<file path="src/logic/window_regs.svh">
// constants for the program space data window
`ifndef WINDOW_REGS_SVH
`define WINDOW_REGS_SVH
`define WIN_ENABLE_BIT 2
`define WIN_EA_TOP_BIT 15
`define WIN_EA_LOW_MSB 14
`define WIN_DATA_MSB 15
`define WIN_CTRL_RESET 16'h0000
`define WIN_PAGE_RESET 8'h00
`define WIN_EXTRA_NONE 2'h0
`define WIN_EXTRA_MOVE 2'h1
`define WIN_EXTRA_OTHER 2'h2
`define WIN_EXTRA_WIDTH 2
`define WIN_RESP_EMPTY 16'h0000
`endif

</file>
<file path="src/logic/window_pkg.sv">
// types for the program space data window
package window_pkg;
   typedef enum logic [1:0] {INSTR_MOVE, INSTR_DOUBLE_MOVE, INSTR_OTHER} instr_class_t;
   typedef struct packed {
      logic [15:0] effective_address;
      instr_class_t instr_class;
      logic in_repeat;
      logic repeat_first;
      logic repeat_last;
      logic irq_exit;
      logic irq_resume;
   } access_req_t;
   typedef enum logic [1:0] {ST_IDLE, ST_HOLD, ST_FETCH} win_state_t;
endpackage : window_pkg

</file>
<file path="src/logic/program_space_window.sv">
// program space data window: maps upper data space onto a program memory page
// Functional notes
// - a data read goes to program memory only when address bit 15 and control bit 2 are set.
// - an 8-bit page register picks one of 256 program pages of 32K words each.
// - the program address is the page register on top of the low 15 effective address bits.
// - the low 15 data address bits map onto the low 15 program address bits, one word per address.
// - every data address from 0x8000 up is an image of program memory while the window is on.
// - only the low 16 bits of the 24-bit program word come back as read data.
// - window fetches wait while a table read or write is in progress.
// - outside a repeat loop a move or double move through the window costs one added cycle.
// - outside a repeat loop any other window instruction costs two added cycles.
// - in a repeat loop the first, last, interrupt-exit and resume iterations cost two added cycles.
// - other repeat iterations run in a single cycle with no added cycles.
`timescale 1ns/10ps
`include "window_regs.svh"
module program_space_window (
   // clock and reset
   input wire logic CLK,
   input wire logic RST_B,
   // register writes from the core
   input wire logic CTRL_WR,
   input wire logic [15:0] CTRL_WDATA,
   input wire logic PAGE_WR,
   input wire logic [7:0] PAGE_WDATA,
   output logic [15:0] CTRL_RDATA,
   output logic [7:0] PAGE_RDATA,
   // data read request from the core
   input wire logic REQ_VALID,
   input wire window_pkg::access_req_t REQ_INFO,
   input wire logic TABLE_BUSY,
   output logic STALL,
   output logic RD_VALID,
   output logic [15:0] RD_DATA,
   // ordinary data memory
   output logic DM_REQ,
   output logic [15:0] DM_ADDR,
   // program memory read port
   output logic PM_REQ,
   output logic [22:0] PM_ADDR,
   input wire logic PM_VALID,
   input wire logic [23:0] PM_RDATA
);
   logic rst_sync1_q;
   logic rst_sync2_q;
   logic rst_n;
   logic [15:0] core_control_reg_q;
   logic [7:0] window_page_reg_q;
   window_pkg::win_state_t state_q;
   logic hit;
   logic [1:0] extra_d;
   logic [1:0] extra_q;
   logic [22:0] addr_d;
   logic issue;
   logic cnt_busy;
   logic data_got_q;
   logic [15:0] data_q;
   logic finish;

   // reset release is synchronised; assertion stays asynchronous
   always_ff @(posedge CLK or negedge RST_B)
   begin
      if (!RST_B)
      begin
         rst_sync1_q <= 1'b0;
         rst_sync2_q <= 1'b0;
      end
      else
      begin
         rst_sync1_q <= 1'b1;
         rst_sync2_q <= rst_sync1_q;
      end
   end
   assign rst_n = rst_sync2_q;

   always_ff @(posedge CLK or negedge rst_n)
   begin
      if (!rst_n)
         core_control_reg_q <= `WIN_CTRL_RESET;
      else if (CTRL_WR)
         core_control_reg_q <= CTRL_WDATA;
   end

   always_ff @(posedge CLK or negedge rst_n)
   begin
      if (!rst_n)
         window_page_reg_q <= `WIN_PAGE_RESET;
      else if (PAGE_WR)
         window_page_reg_q <= PAGE_WDATA;
   end

   assign CTRL_RDATA = core_control_reg_q;
   assign PAGE_RDATA = window_page_reg_q;

   // window hit; the page is sampled at acceptance, so a page write lands on the next access
   assign hit = REQ_INFO.effective_address[`WIN_EA_TOP_BIT]
      & core_control_reg_q[`WIN_ENABLE_BIT];
   assign addr_d = {window_page_reg_q,
      REQ_INFO.effective_address[`WIN_EA_LOW_MSB:0]};

   // added cycles for this access
   always_comb
   begin
      extra_d = `WIN_EXTRA_NONE;
      if (!REQ_INFO.in_repeat)
      begin
         if (REQ_INFO.instr_class == window_pkg::INSTR_OTHER)
            extra_d = `WIN_EXTRA_OTHER;
         else
            extra_d = `WIN_EXTRA_MOVE;
      end
      else if (REQ_INFO.repeat_first | REQ_INFO.repeat_last
         | REQ_INFO.irq_exit | REQ_INFO.irq_resume)
         extra_d = `WIN_EXTRA_OTHER;
      else
         extra_d = `WIN_EXTRA_NONE;
   end

   // a fetch goes out from idle or once a held access sees the table unit free
   assign issue = ((state_q == window_pkg::ST_IDLE) & REQ_VALID & hit & ~TABLE_BUSY)
      | ((state_q == window_pkg::ST_HOLD) & ~TABLE_BUSY);

   always_ff @(posedge CLK or negedge rst_n)
   begin
      if (!rst_n)
         extra_q <= `WIN_EXTRA_NONE;
      else if ((state_q == window_pkg::ST_IDLE) & REQ_VALID & hit)
         extra_q <= extra_d;
   end

   extra_cycle_counter #(
      .WIDTH(`WIN_EXTRA_WIDTH)
   ) u_extra (
      .clk(CLK),
      .rst_n(rst_n),
      .load(issue),
      .load_val((state_q == window_pkg::ST_IDLE) ? extra_d : extra_q),
      .busy(cnt_busy)
   );

   assign finish = (state_q == window_pkg::ST_FETCH) & ~cnt_busy
      & (data_got_q | PM_VALID);

   always_ff @(posedge CLK or negedge rst_n)
   begin
      if (!rst_n)
         state_q <= window_pkg::ST_IDLE;
      else
      begin
         unique case (state_q)
            window_pkg::ST_IDLE:
            begin
               if (REQ_VALID & hit)
               begin
                  if (TABLE_BUSY)
                     state_q <= window_pkg::ST_HOLD;
                  else
                     state_q <= window_pkg::ST_FETCH;
               end
            end
            window_pkg::ST_HOLD:
            begin
               if (!TABLE_BUSY)
                  state_q <= window_pkg::ST_FETCH;
            end
            window_pkg::ST_FETCH:
            begin
               if (finish)
                  state_q <= window_pkg::ST_IDLE;
            end
         endcase
      end
   end

   always_ff @(posedge CLK or negedge rst_n)
   begin
      if (!rst_n)
         PM_ADDR <= '0;
      else if ((state_q == window_pkg::ST_IDLE) & REQ_VALID & hit)
         PM_ADDR <= addr_d;
   end

   always_ff @(posedge CLK or negedge rst_n)
   begin
      if (!rst_n)
         PM_REQ <= 1'b0;
      else
         PM_REQ <= issue;
   end

   // program data may arrive before the added cycles have run out
   always_ff @(posedge CLK or negedge rst_n)
   begin
      if (!rst_n)
      begin
         data_got_q <= 1'b0;
         data_q <= `WIN_RESP_EMPTY;
      end
      else if (finish | issue)
         data_got_q <= 1'b0;
      else if ((state_q == window_pkg::ST_FETCH) & PM_VALID)
      begin
         data_got_q <= 1'b1;
         data_q <= PM_RDATA[`WIN_DATA_MSB:0];
      end
   end

   always_ff @(posedge CLK or negedge rst_n)
   begin
      if (!rst_n)
      begin
         RD_VALID <= 1'b0;
         RD_DATA <= `WIN_RESP_EMPTY;
      end
      else
      begin
         RD_VALID <= finish;
         if (finish)
            RD_DATA <= data_got_q ? data_q : PM_RDATA[`WIN_DATA_MSB:0];
      end
   end

   // misses go straight to data memory in the same cycle pattern as a plain read
   always_ff @(posedge CLK or negedge rst_n)
   begin
      if (!rst_n)
      begin
         DM_REQ <= 1'b0;
         DM_ADDR <= '0;
      end
      else
      begin
         DM_REQ <= (state_q == window_pkg::ST_IDLE) & REQ_VALID & ~hit;
         if ((state_q == window_pkg::ST_IDLE) & REQ_VALID & ~hit)
            DM_ADDR <= REQ_INFO.effective_address;
      end
   end

   assign STALL = (state_q != window_pkg::ST_IDLE) & ~finish;
endmodule : program_space_window

</file>
<file path="src/logic/extra_cycle_counter.sv">
// down counter that holds the core for a given number of added cycles
`timescale 1ns/10ps
module extra_cycle_counter #(
   parameter int WIDTH = 2
) (
   // clock and reset
   input wire logic clk,
   input wire logic rst_n,
   // load
   input wire logic load,
   input wire logic [WIDTH-1:0] load_val,
   // status
   output logic busy
);
   logic [WIDTH-1:0] cnt_q;

   // refused at elaboration: a narrower counter cannot hold the two added cycles
   if (WIDTH < 2)
   begin : g_width_check
      $error("extra_cycle_counter: WIDTH must hold a count of two");
   end

   always_ff @(posedge clk or negedge rst_n)
   begin
      if (!rst_n)
         cnt_q <= '0;
      else if (load)
         cnt_q <= load_val;
      else if (cnt_q != '0)
         cnt_q <= cnt_q - WIDTH'(1);
   end

   assign busy = (cnt_q != '0);
endmodule : extra_cycle_counter

</file>
<file path="config.mk">
export PLATFORM = sky130hd
export DESIGN_NAME = program_space_window
export DESIGN_NICKNAME = d
export VERILOG_FILES = /design/src/logic/window_pkg.sv /design/src/logic/program_space_window.sv /design/src/logic/extra_cycle_counter.sv
export VERILOG_INCLUDE_DIRS = /design/src /design/src/logic
export SDC_FILE = /design/constraint.sdc
export NUM_CORES = 1
export LEC_CHECK = 0
export BUFFER_PORTS_ARGS = -buffer_cell sky130_fd_sc_hd__buf_2
export CAP_MARGIN = 40
export CELL_PAD_IN_SITES_DETAIL_PLACEMENT = 0
export CELL_PAD_IN_SITES_GLOBAL_PLACEMENT = 1
export CORE_ASPECT_RATIO = 1.25
export CORE_MARGIN = 2
export CORE_UTILIZATION = 36
export DETAILED_ROUTE_END_ITERATION = 16
export PLACE_DENSITY = 0.76
export SLEW_MARGIN = 10
export SYNTH_ARGS = -nofsm -noshare
export SYNTH_HDL_FRONTEND = slang
export SYNTH_HIERARCHICAL = 1
export SYNTH_SLANG_ARGS = --single-unit
</file>
<file path="constraint.sdc">
create_clock -name CLK -period 3.32 [get_ports CLK]
set_input_delay 0.332 -clock CLK [delete_from_list [all_inputs] [get_ports CLK]]
set_output_delay 0.332 -clock CLK [all_outputs]
set_load 0.01 [all_outputs]
</file>
* After elaboration in Yosys (flattened, before gate mapping) *
Cells that the tools add are included.

cells by class
  add/subtract/negate cells = 1
  multiply operators = 0
  divide/modulo/power cells = 0
  magnitude comparators = 0
  equal/unequal tests = 6
  shift operators = 0
  muxes and demuxes = 14
  bitwise gates (word level) = 22
  reductions and logical operators = 7

operators by type and width
  operator                                           number
  two-way mux 2 bit                                  10
  two-way mux 16 bit                                 1
  bitwise AND 1 bit                                  11
  nonzero test 2 bit                                 4
  bitwise OR 1 bit                                   6
  one-hot mux 2 bit (3 select lines)                 1
  NOT 1 bit                                          5
  == test 2 bit (second input constant)              2
  != test 2 bit (second input constant)              2
  AND reduction 3 bit                                1
  == test 2 x 1 -> 1 bit (second input constant)     1
  logical NOT 2 bit                                  1
  two-way mux 1 bit                                  2
  != test 2 x 1 -> 1 bit (second input constant)     1
  AND reduction 2 bit                                1
  subtractor 2 x 1 -> 2 bit (second input constant)  1

storage, ports and cells
  bits in registers = 107
  latch bits = 0
  bits in writable memories = 0
  bits in read-only memories = 0
  bits of input ports = 78
  output and inout bits = 83
  word-level logic and storage cells = 65
  memories = 0

* Longest topological paths before layout *
Gate-level depths: netlist of the first run.

  word-level depth = 8
  mapped depth = 8
  mapped depth without buffers = 6

* Modules after synthesis *
Netlist of the first run, hierarchy kept.

by module, submodules not included
  module                times used  cells an instance  area each (µm²)  seq. area each (µm²)
  program_space_window  1           268                4320.4           2627.5
  extra_cycle_counter   1           13                 120.1            50.0

* Worst setup path before layout of the first run *
Ideal clock, no wire load.

  kind = flip-flop to flip-flop
  from = register state_q[0]
  to = register data_q[10]
  library setup time = 0.125 ns
  data arrival time = 1.653 ns
  data required time = 3.195 ns
  path slack = 1.542 ns
  stages on the path, launching flop included = 8
  path buffers = 2
  clock period less this slack = 1.778 ns
  cells stage by stage = dfrtp_1 -> inv_1 -> ha_1 -> buf_6 -> a41oi_2 -> o2111ai_4 -> buf_12 -> mux2_4

between the ends
  cells in the longest elaborated chain, start to end = 8
  elaborated cells on any way between the ends = 14
  classes of those cells = eq/ne (2); bitwise (10); reduce/logical (2)

RTL lines
  what                                    line                         text
  from (decl)                             program_space_window.sv:48   window_pkg::win_state_t state_q;
  from (signal assigned)                  program_space_window.sv:146  state_q <= window_pkg::ST_IDLE;
  from (signal assigned)                  program_space_window.sv:155  state_q <= window_pkg::ST_HOLD;
  from (signal assigned)                  program_space_window.sv:157  state_q <= window_pkg::ST_FETCH;
  logical NOT 2 bit                       program_space_window.sv:119  assign issue = ((state_q == window_pkg::ST_IDLE) & REQ_VALID & hit & ~TABLE_BUSY)
  bitwise AND 1 bit (3 in a row)          program_space_window.sv:119
  bitwise OR 1 bit                        program_space_window.sv:120  | ((state_q == window_pkg::ST_HOLD) & ~TABLE_BUSY);
  bitwise OR 1 bit                        program_space_window.sv:198  else if (finish | issue)
  NOT 1 bit (no source line)              n/a
  AND reduction 2 bit (no source line) *  n/a
  to (signal assigned)                    program_space_window.sv:196  data_q <= `WIN_RESP_EMPTY;
  to (signal assigned)                    program_space_window.sv:203  data_q <= PM_RDATA[`WIN_DATA_MSB:0];
  to (decl)                               program_space_window.sv:56   logic [15:0] data_q;

Mark *: on every way between the ends. The rest lies on a longest branch, timed or not.
A chain may end at the register's enable or synchronous reset.

* Final worst setup path of the first run *
  from = register state_q[0]
  to = output port STALL

between the ends
  cells in the longest elaborated chain, start to end = 5
  elaborated cells on any way between the ends = 6
  classes of those cells = eq/ne (1); bitwise (4); reduce/logical (1)

RTL lines
  what                 line                         text
  == test 2 bit        program_space_window.sv:140  assign finish = (state_q == window_pkg::ST_FETCH) & ~cnt_busy
  bitwise AND 1 bit    program_space_window.sv:140
  bitwise AND 1 bit    program_space_window.sv:141  & (data_got_q | PM_VALID);
  NOT 1 bit            program_space_window.sv:238  assign STALL = (state_q != window_pkg::ST_IDLE) & ~finish;
  bitwise AND 1 bit *  program_space_window.sv:238
  to (decl)            program_space_window.sv:31   output logic STALL,

Marks and branches as above.

==> results of run 1 <==
==> worst min path at each step <==
stage,to,depth (start not counted)
after floorplan,rst_n$_DFF_PN0_,0
after global placement,rst_sync1_q$_DFF_PN0_,1
after detailed placement,rst_sync1_q$_DFF_PN0_,1
after CTS,CTRL_RDATA[13]$_DFFE_PN0P_,0
after global routing,CTRL_RDATA[7]$_DFFE_PN0P_,2
final,CTRL_RDATA[13]$_DFFE_PN0P_,0
==> per-layer routing <==
metal  wire, um  global-route usage [%]
met5          0                       0
met4        123                    4.02
met3        593                    5.13
met2       4570                    24.6
met1       3690                    16.2
==> cell type report <==
type	instances	area, sq um
Timing Repair Buffer	158	828
Multi-Input combinational cell	154	1630
Tap cell	164	205
Inverter	7	26.3
Clock buffer	12	236
Clock inverter	4	52.6
Sequential cell	107	2680
Fill cell	1137	6440
==> critical path: cells and delay by family, from the launching register on <==
family / cells / cell delay [ns]
fa+ha+maj: 1 / 0.29
flops: 1 / 0.41
simple gates: 2 / 0.27
buf+inv: 2 / 0.26
compound gates: 1 / 0.67
==> synthesized netlist by cell type (2+ instances only) <==
library cell and n:
sky130_fd_sc_hd__nand2_1 4, sky130_fd_sc_hd__mux2_4 10, sky130_fd_sc_hd__nor2_1 5, sky130_fd_sc_hd__ha_1 4
sky130_fd_sc_hd__dfrtp_1 107, sky130_fd_sc_hd__buf_2 5, sky130_fd_sc_hd__buf_6 4, sky130_fd_sc_hd__clkbuf_1 2
sky130_fd_sc_hd__nor2b_1 4, sky130_fd_sc_hd__mux2_2 102, sky130_fd_sc_hd__a221oi_1 2, sky130_fd_sc_hd__o21ai_0 2
sky130_fd_sc_hd__inv_1 7
==> stage by stage <==
stage	util (%)	hold WS, ns	instances	total power, mW
CTS	46.8	0.192	606	4.98
detailed placement	44.3	0.123	589	3.91
global placement	44.1	0.117	588	3.83
global route	46.8	0.203	606	5.24
finish	46.8	0.184	606	4.89
floorplan	-	0.0364	281	3.30
==> registers in the layout, indices dropped and copies added, names as in the netlist <==
| register | cells |
|---|---|
| data_got_q | 1 |
| PM_ADDR | 23 |
| rst_sync1_q | 1 |
| RD_VALID | 1 |
| rst_n | 1 |
| u_extra/cnt_q | 2 |
| data_q | 16 |
| PAGE_RDATA | 8 |
| PM_REQ | 1 |
| RD_DATA | 16 |
| state_q | 2 |
| DM_REQ | 1 |
| extra_q | 2 |
| CTRL_RDATA | 16 |
| DM_ADDR | 16 |
==> kinds of logic after synthesis <==
group	Yosys count	share of synthesized area, %
adders and majority gates	4	1.13
and+or+nand+nor	19	2.39
muxes	113	29.5
xor gates and xnor gates	1	0.197
buffers and inverters	20	2.96
DFF	107	60.3
AOI/OAI and AO/OA	16	3.47
other	1	0.0844
==> repair_timing <==
item / CTS / global route
hold buffers: 1 / 0
endpoints found under the hold margin: 2 / 0
endpoints found under the setup margin: 0 / 0
==> power groups by stage <==
stage,clock network [mW],logic (mW),registers [mW]
3_5_place_dp,0,1.82,2.09
6_report,1.04,1.78,2.06
4_1_cts,1.08,1.82,2.07
2_1_floorplan,0,1.03,2.27
5_1_grt,1.14,1.95,2.14
3_3_place_gp,0,1.75,2.08
==> impl_metrics.yaml, run 1 <==
global_routing:
  grt_start_max_net_pins: 58
  global_route.overflow_total: 0
  antenna_violations_before_repair: 0
  first_global_vias: 2966
  grt_usage_pct: 14.1
  grt_first_pass_wirelength_um: 14400
clocking:
  htreeDepth: 3
  numClockSinks: 107
  cts_setup_buffers: 0
  clock_insertion_delay_worst_skew_ns: 0.34
  clock_tree_from_tritoncts: "yes"
  root_buffer: "sky130_fd_sc_hd__clkbuf_16"
  ctsLongestPathBuffers: 2
  numCtsBuffers: 9
  cts_resized: 0
  clk_pin_slew_ns: 0.07
floorplan:
  fp.coreArea_sq_mm: 0.0121
  die_height_um: 128
  initial_core_util_pct: 36.7
  chipWidth_um: 103
  placement_rows: 45
  ioPinCount: 161
  die_area_sq_mm: 0.0132
cells_and_area:
  most_common_library_cell_in_the_layout_ignoring_fill_and_taps: "sky130_fd_sc_hd__buf_2"
  most-common-layout-cells: "sky130_fd_sc_hd__buf_2, sky130_fd_sc_hd__dfrtp_1, sky130_fd_sc_hd__mux2_2"
  final_design_area_no_fill_sq_mm: 0.00566
  layout_area_overhead_pct: 27.5
  layout-drive-gt1-share_pct: 65.6
  insertedDiodeCount: 0
  finish.net_count: 519
worst_setup_path:
  setup.worst_path.class: "flop to primary output"
  worst-path-max-fanout: 18
  critPathCapture: "STALL"
  setup.reg_to_reg.worst_slack_ns: 0.99
  reg2reg_depth: 5
  capture_point_of_the_worst_reg_to_reg_path: "data_q[2]$_DFFE_PN0P_"
  arrival_ns: 2.23
  timing.critical_path.to_type: "primary output"
  startpoint_type: "flop"
  worstPathRequired_ns: 2.99
  crit_slowest_cell: "sky130_fd_sc_hd__o21a_1"
  critical-path-max-stage-delay_ns: 0.67
  path_cells: "inv_1 > ha_1 > nor2b_1 > o21a_1 > nor2_1 > buf_2"
  worstSetupStartpoint: "state_q[0]$_DFFE_PN0P_"
  timing.rr.start: "state_q[0]$_DFFE_PN0P_"
run:
  maxCapViolations: 0
synthesis:
  synthArstFlopShare_pct: 100
  synth-seq-cells: 107
  synth-edff-count: 0
  syn-num-nets: 363
  ys_types: 36
  synth_area_per_cell_sq_um: 15.8
  ys_top_cells_by_area: "sky130_fd_sc_hd__dfrtp_1, sky130_fd_sc_hd__mux2_2, sky130_fd_sc_hd__mux2_4"
  ys_warn_count: 6
  yosysTopAreaCell: "sky130_fd_sc_hd__dfrtp_1"
  netlist_area_sq_mm: 0.00444
  synth-seq-area-share_pct: 60.3
  synth_largest_type_area_fraction_pct: 60.3
  syn-instance-count: 281
  synth_top_flop_cell: "sky130_fd_sc_hd__dfrtp_1"
route:
  detail_route.drc_violations: 0
  viasPerCell: 4.64
  drt_iter0_drc: 52
  drtPass1Iterations: 4
  routed_wire_length_per_instance_um: 14.8
  wirelength_um: 8970
  route.antenna.remaining_nets: 0
  num_vias: 2812
power_and_ir_drop:
  switching_share_pct: 30.6
  clock_power_share_pct: 21.3
  pwr-share-seq_pct: 42.2
  pwr_density_cell_mw_per_mm2: 864
  comb_power_share_pct: 36.5
  leakage_nw: 2.74
  total_switching_power_mw: 1.50
  cell_internal_pwr_mw: 3.39
  irDropWorstVdd_mv: 0.379
timing:
  final.min_clock_period_ns: 2.57
  setup-tns-final_ns: 0
  finalHoldViolations: 0
  report.final.slew_viol_count: 0
  setup_slack_ns: 0.754
  worst_slew_margin_relative_to_its_limit_pct: 46.7
  worst_clock_skew_ns: 0.00843
  maxClockFrequency_ghz: 0.390
  fin_crit_sh_pct: 77.3
  worstMarginPinSlew_ns: 0.799
  finalSetupViolCount: 0
  rsz0062_at_grt: "no"
place:
  globalplace.congestion: 0.727
  post-dp-hpwl_um: 6510
  pre_cts_ws_ns: 0.950
  postPlaceCellArea_sq_mm: 0.00536
  port-buffer-count: 152
min_path:
  hold_path.class: "flop to async pin"
outcome:
  run_status: "finished clean"
Note: power is estimated with default switching activity, not from simulation.
==> inputs of run 2 (changes only) <==
--- a/config.mk
+++ b/config.mk
@@ -12,9 +12,9 @@
 export CELL_PAD_IN_SITES_GLOBAL_PLACEMENT = 1
 export CORE_ASPECT_RATIO = 1.25
 export CORE_MARGIN = 2
-export CORE_UTILIZATION = 36
+export CORE_UTILIZATION = 39
 export DETAILED_ROUTE_END_ITERATION = 16
-export PLACE_DENSITY = 0.76
+export PLACE_DENSITY = 0.79
 export SLEW_MARGIN = 10
 export SYNTH_ARGS = -nofsm -noshare
 export SYNTH_HDL_FRONTEND = slang
==> constraint.sdc (replaced) <==
create_clock -name CLK -period 2.45 [get_ports CLK]
set_input_delay 0.245 -clock CLK [delete_from_list [all_inputs] [get_ports CLK]]
set_output_delay 0.245 -clock CLK [all_outputs]
set_load 0.01 [all_outputs]
==> run 2 against run 1 <==
Effect of this change:
- final area about the same
- non-clock buffer count increased by 1
- via count increased by 1.0%
- clock skew decreased by 0.0015 ns
- flip-flop and latch count unchanged
- clock power increased by 50%
- first-iteration DRC count decreased by 52%
- register-to-register slack got worse by 0.69 ns
- sequential share of layout area about the same
==> impl_metrics.yaml, run 2 (synthesis results as in run 1) <==
timing:
  finalSetupViolCount: 0
  finalHoldViolations: 0
  maxClockFrequency_ghz: 0.453
  worst_clock_skew_ns: 0.00691
  worst_slew_margin_relative_to_its_limit_pct: 63.3
  rsz0062_at_grt: "no"
  setup_slack_ns: 0.243
  worstMarginPinSlew_ns: 0.550
  final.min_clock_period_ns: 2.21
  fin_crit_sh_pct: 90.1
  setup-tns-final_ns: 0
  report.final.slew_viol_count: 0
route:
  num_vias: 2841
  viasPerCell: 4.92
  drt_iter0_drc: 25
  wirelength_um: 8770
  routed_wire_length_per_instance_um: 15.2
  route.antenna.remaining_nets: 0
  detail_route.drc_violations: 0
  drtPass1Iterations: 4
power_and_ir_drop:
  pwr-share-seq_pct: 41.6
  comb_power_share_pct: 35.4
  switching_share_pct: 29.8
  cell_internal_pwr_mw: 4.76
  leakage_nw: 2.77
  clock_power_share_pct: 23.0
  total_switching_power_mw: 2.02
  pwr_density_cell_mw_per_mm2: 1200
  irDropWorstVdd_mv: 0.443
place:
  port-buffer-count: 152
  globalplace.congestion: 0.711
  post-dp-hpwl_um: 6280
  pre_cts_ws_ns: 0.286
global_routing:
  grt_first_pass_wirelength_um: 14100
  grt_usage_pct: 14.6
  first_global_vias: 2948
  global_route.overflow_total: 0
  grt_start_max_net_pins: 43
  antenna_violations_before_repair: 0
floorplan:
  die_height_um: 123
  chipWidth_um: 99.4
  initial_core_util_pct: 40.1
  placement_rows: 43
  fp.coreArea_sq_mm: 0.0111
  die_area_sq_mm: 0.0123
  ioPinCount: 161
cells_and_area:
  final.fill_count: 1000
  regMostFlops: "PM_ADDR"
  layout-drive-gt1-share_pct: 66.1
  layout_area_overhead_pct: 27.6
  insertedDiodeCount: 0
  finish.net_count: 520
  most-common-layout-cells: "sky130_fd_sc_hd__buf_2, sky130_fd_sc_hd__dfrtp_1, sky130_fd_sc_hd__mux2_2"
  largest_register_ffs: 23
  most_common_library_cell_in_the_layout_ignoring_fill_and_taps: "sky130_fd_sc_hd__buf_2"
worst_setup_path:
  arrival_ns: 1.96
  worst-path-max-fanout: 18
  timing.critical_path.to_type: "primary output"
  worstPathRequired_ns: 2.20
  setup.worst_path.class: "flop to primary output"
  startpoint_type: "flop"
min_path:
  hold_path.class: "primary input to flop"
clocking:
  clk_pin_slew_ns: 0.07
  root_buffer: "sky130_fd_sc_hd__clkbuf_16"
  numClockSinks: 107
  ctsLongestPathBuffers: 2
  clock_tree_from_tritoncts: "yes"
  numCtsBuffers: 9
  clock_insertion_delay_worst_skew_ns: 0.34
  htreeDepth: 3
outcome:
  run_status: "finished clean"
run:
  maxCapViolations: 0
run 2: path summary, 6_finish.rpt:
kind	from	end	slack (ns)	cells past startpoint
worst max-delay path	state_q[0]$_DFFE_PN0P_	STALL	0.24	7
worst min-delay path	CTRL_WDATA[15]	CTRL_RDATA[15]$_DFFE_PN0P_	0.14	2
worst max register to register	state_q[0]$_DFFE_PN0P_	data_q[15]$_DFFE_PN0P_	0.30	6
worst min register to register	rst_n$_DFF_PN0_	PM_ADDR[16]$_DFFE_PN0P_	0.31	0
max in group asynchronous	rst_n$_DFF_PN0_	RD_VALID$_DFF_PN0_	1.38	1
min in group asynchronous	RST_B	rst_sync1_q$_DFF_PN0_	0.24	2
run 2: power groups by stage:
stage               combinational, mW  clock (mW)  sequential, mW
finish                           2.40        1.56            2.82
global route                     2.63        1.67            2.92
CTS                              2.44        1.60            2.83
detailed placement               2.44           0            2.86
global placement                 2.37           0            2.82
floorplan                        1.40           0            3.07
run 2: worst max-delay path, cell delays in order (launching register included):
cell,delay [ns]
sky130_fd_sc_hd__dfrtp_1,0.42
sky130_fd_sc_hd__inv_1,0.09
sky130_fd_sc_hd__ha_1,0.29
sky130_fd_sc_hd__nor2b_1,0.21
sky130_fd_sc_hd__o21a_1,0.14
sky130_fd_sc_hd__buf_4,0.25
sky130_fd_sc_hd__nor2_1,0.06
sky130_fd_sc_hd__buf_2,0.15
run 2: area by class of cell:
type                       count  area (sq um)  share of cell area, %
multi-input combinational    154          1630                   28.8
clock inverter                 4          72.6                   1.28
tap                          135           169                   2.98
sequential                   107          2680                   47.3
inverter                       7          26.3                  0.464
timing repair buffer         159           828                   14.6
clock buffer                  12           256                   4.53
run 2: through the flow:
step                total power [mW]  util, %  hold slack (ns)  cells  area (sq um)
floorplan                       4.47        -          -0.0506    281          4440
global placement                5.19     48.1           0.0312    561          5330
detailed placement              5.29     48.1           0.0318    561          5330
CTS                             6.88     51.1            0.121    578          5670
global route                    7.21     51.1            0.135    578          5670
finish                          6.77     51.1            0.136    578          5670
run 2: metal layers:
metal / share of wire [%] / track usage, % / wire length [um]
met5: 0 / 0 / 0
met4: 2.0 / 5.39 / 173
met3: 6.5 / 4.47 / 567
met2: 51 / 25.3 / 4510
met1: 40 / 17.1 / 3520
run 2: repair_timing:
item | 4_1_cts | 5_1_grt
endpoints found under the hold margin | 2 | 0
buffers inserted | 0 | 0
hold buffers | 1 | 0
endpoints found under the setup margin | 0 | 0
gates resized for setup | 0 | 0
==> inputs of run 3 (changes only) <==
--- a/config.mk
+++ b/config.mk
@@ -6,15 +6,16 @@
 export SDC_FILE = /design/constraint.sdc
 export NUM_CORES = 1
 export LEC_CHECK = 0
+export ABC_AREA = 1
 export BUFFER_PORTS_ARGS = -buffer_cell sky130_fd_sc_hd__buf_2
 export CAP_MARGIN = 40
 export CELL_PAD_IN_SITES_DETAIL_PLACEMENT = 0
 export CELL_PAD_IN_SITES_GLOBAL_PLACEMENT = 1
 export CORE_ASPECT_RATIO = 1.25
 export CORE_MARGIN = 2
-export CORE_UTILIZATION = 39
+export CORE_UTILIZATION = 37
 export DETAILED_ROUTE_END_ITERATION = 16
-export PLACE_DENSITY = 0.79
+export PLACE_DENSITY = 0.8
 export SLEW_MARGIN = 10
 export SYNTH_ARGS = -nofsm -noshare
 export SYNTH_HDL_FRONTEND = slang
==> run 3 against run 2 <==
Effect of this change:
- first-iteration DRC count grew to 4.9 times the previous value
- synthesized cell count up 60%
- hold slack lost 0.035 ns
- sequential power about the same
- critical path type is now flop to flop
==> impl_metrics.yaml, run 3 <==
outcome:
  run_status: "finished clean"
worst_setup_path:
  worst-path-max-fanout: 18
  worstPathRequired_ns: 2.72
  setup.worst_path.class: "flop to flop"
  critical-path-max-stage-delay_ns: 0.42
  crit_slowest_cell: "sky130_fd_sc_hd__o21ai_4"
  timing.critical_path.to_type: "flop"
  capture_point_of_the_worst_reg_to_reg_path: "u_extra/cnt_q[0]$_DFFE_PN0P_"
  startpoint_type: "flop"
  timing.rr.start: "state_q[0]$_DFFE_PN0P_"
  setup.reg_to_reg.worst_slack_ns: 0.53
  crit_top_cell: "sky130_fd_sc_hd__inv_1"
  arrival_ns: 2.19
  reg2reg_depth: 9
  path_cells: "inv_1 > ha_1 > nand2_4 > nor2_8 > o21ai_4 > inv_1 > nor2_2 > nand2_1 > nand3_1"
cells_and_area:
  final.fill_count: 1164
  finish.net_count: 681
  layout_area_overhead_pct: 26.4
  regMostFlops: "PM_ADDR"
  layout-drive-gt1-share_pct: 38.7
  insertedDiodeCount: 0
  most_common_library_cell_in_the_layout_ignoring_fill_and_taps: "sky130_fd_sc_hd__buf_2"
  largest_register_ffs: 23
  most-common-layout-cells: "sky130_fd_sc_hd__buf_2, sky130_fd_sc_hd__dfrtp_1, sky130_fd_sc_hd__nand2_1"
  final_design_area_no_fill_sq_mm: 0.00569
synthesis:
  synth_area_per_cell_sq_um: 10.0
  dominant_combinational_cell_family_by_area_after_synthesis: "simple AND/OR/NAND/NOR gates"
  synth.cells.most_frequent: "sky130_fd_sc_hd__dfrtp_1, sky130_fd_sc_hd__nand2_1, sky130_fd_sc_hd__inv_1"
  synth-seq-cells: 107
  syn-num-nets: 531
  synth-edff-count: 0
  syn-instance-count: 449
  most_frequent_cell_after_synthesis: "sky130_fd_sc_hd__dfrtp_1"
  yosysTopAreaCell: "sky130_fd_sc_hd__dfrtp_1"
  synth_xor_xnor_area_share_pct: 0
  post_synth_fa_ha_maj_area_fraction_pct: 1.11
  synth_largest_type_area_fraction_pct: 59.5
  synthArstFlopShare_pct: 100
  synth_simple_gate_area_share_pct: 19.8
  ys_warn_count: 6
  ys_top_cells_by_area: "sky130_fd_sc_hd__dfrtp_1, sky130_fd_sc_hd__nand2_1, sky130_fd_sc_hd__mux2_2"
  synth-seq-area-share_pct: 59.5
  synth_top_flop_cell: "sky130_fd_sc_hd__dfrtp_1"
  ys_types: 28
  synth-compound-area-share_pct: 8.59
  netlist_area_sq_mm: 0.00450
  post_synth_mux_area_share_pct: 4.00
route:
  route.antenna.remaining_nets: 0
  num_vias: 3484
  drtPass1Iterations: 4
  viasPerCell: 4.54
  wirelength_um: 9850
  routed_wire_length_per_instance_um: 12.8
  drt_iter0_drc: 123
  detail_route.drc_violations: 0
timing:
  report.final.slew_viol_count: 0
  finalSetupViolCount: 0
  worst_slew_margin_relative_to_its_limit_pct: 64.3
  setup_slack_ns: 0.530
  maxClockFrequency_ghz: 0.521
  final.min_clock_period_ns: 1.92
  fin_crit_sh_pct: 78.4
  finalHoldViolations: 0
  worstMarginPinSlew_ns: 0.530
  worst_clock_skew_ns: 0.00662
  rsz0062_at_grt: "no"
  setup-tns-final_ns: 0
place:
  postPlaceCellArea_sq_mm: 0.00540
  port-buffer-count: 152
  post-dp-hpwl_um: 7280
  globalplace.congestion: 0.763
  pre_cts_ws_ns: 0.539
min_path:
  whs_endpoint: "PAGE_RDATA[6]$_DFFE_PN0P_"
  min_path_cells: 3
  hold_path.class: "primary input to flop"
  hold_path.startpoint: "PAGE_WDATA[6]"
power_and_ir_drop:
  pwr_density_cell_mw_per_mm2: 1140
  leakage_nw: 3.00
  irDropWorstVdd_mv: 0.553
  switching_share_pct: 36.8
  clock_power_share_pct: 21.0
  cell_internal_pwr_mw: 4.09
  comb_power_share_pct: 35.6
  total_switching_power_mw: 2.38
  pwr-share-seq_pct: 43.4
  design_power_total_mw: 6.46
floorplan:
  ioPinCount: 161
  initial_core_util_pct: 37.5
  die_area_sq_mm: 0.0131
  chipWidth_um: 103
  die_height_um: 127
  fp.coreArea_sq_mm: 0.0120
  placement_rows: 45
clocking:
  numClockSinks: 107
  numCtsBuffers: 9
  clock_insertion_delay_worst_skew_ns: 0.34
  clk_pin_slew_ns: 0.07
  root_buffer: "sky130_fd_sc_hd__clkbuf_16"
  clock_tree_from_tritoncts: "yes"
  ctsLongestPathBuffers: 2
  htreeDepth: 3
global_routing:
  antenna_violations_before_repair: 0
  grt_first_pass_wirelength_um: 16300
  global_route.overflow_total: 0
  first_global_vias: 3521
  grt_start_max_net_pins: 58
  grt_usage_pct: 15.8
run:
  maxCapViolations: 0
-- run 3: worst max path at each step --
stage,startpoint,endpoint,slack (ns),cells past startpoint
floorplan,rst_n$_DFF_PN0_,CTRL_RDATA[0]$_DFFE_PN0P_,0.66,0
global placement,state_q[0]$_DFFE_PN0P_,u_extra/cnt_q[1]$_DFFE_PN0P_,0.61,9
detailed placement,state_q[0]$_DFFE_PN0P_,u_extra/cnt_q[0]$_DFFE_PN0P_,0.54,9
CTS,state_q[0]$_DFFE_PN0P_,u_extra/cnt_q[0]$_DFFE_PN0P_,0.52,9
global route,state_q[0]$_DFFE_PN0P_,u_extra/cnt_q[0]$_DFFE_PN0P_,0.27,9
finish,state_q[0]$_DFFE_PN0P_,u_extra/cnt_q[0]$_DFFE_PN0P_,0.53,9
-- run 3: power by group through the flow --
stage	clock network, mW	logic [mW]	registers (mW)
after floorplan	0	1.26	3.07
after global placement	0	2.28	2.80
after detailed placement	0	2.35	2.84
after CTS	1.40	2.34	2.82
after global routing	1.48	2.64	2.90
final	1.36	2.30	2.81
-- run 3: final cells by class --
class	instances	area [sq um]	share of cell area, %
sequential	107	2680	47.2
multi-input combinational	278	1510	26.6
timing repair buffer	159	841	14.8
clock buffer	10	229	4.03
tap	164	205	3.61
inverter	44	168	2.95
clock inverter	6	50.0	0.880
-- run 3: critical path, delay by kind of cell (launching register included) --
family                   cells  cell delay (ns)
AO/OA/AOI/OAI                1             0.42
buffers and inverters        2             0.28
AND/OR/NAND/NOR              5             0.46
flip-flops                   1             0.38
adder cells (fa/ha/maj)      1             0.31
-- run 3: cells by family after synthesis --
kind of cell    count (synthesis)
mux                            16
simple gates                  189
buf+inv                        64
compound gates                 68
flops                         107
other cells                     1
fa+ha+maj                       4
-- run 3: metal layers --
| metal | vias up | part of all wire (%) | GRT usage (%) |
|---|---|---|---|
| li1 | 1735 | - | - |
| met1 | 1614 | 41 | 19.4 |
| met2 | 120 | 48 | 25.1 |
| met3 | 15 | 8.9 | 5.53 |
| met4 | 0 | 2.1 | 6.67 |
| met5 | - | 0 | 0 |
-- run 3: per-stage QoR --
| step | util, % | instances | hold WS, ns |
|---|---|---|---|
| after global placement | 45.0 | 751 | 0.0308 |
| after global routing | 47.4 | 768 | 0.0988 |
| after detailed placement | 45.0 | 751 | 0.0331 |
| after floorplan | - | 449 | -0.0506 |
| final | 47.4 | 768 | 0.101 |
| after CTS | 47.4 | 768 | 0.0919 |
-- run 3: what timing repair did --
action | 4_1_cts | 5_1_grt
setup buffers | 0 | 0
hold endpoints to repair | 2 | 0
gates resized for setup | 0 | 0
hold buffers | 1 | 0
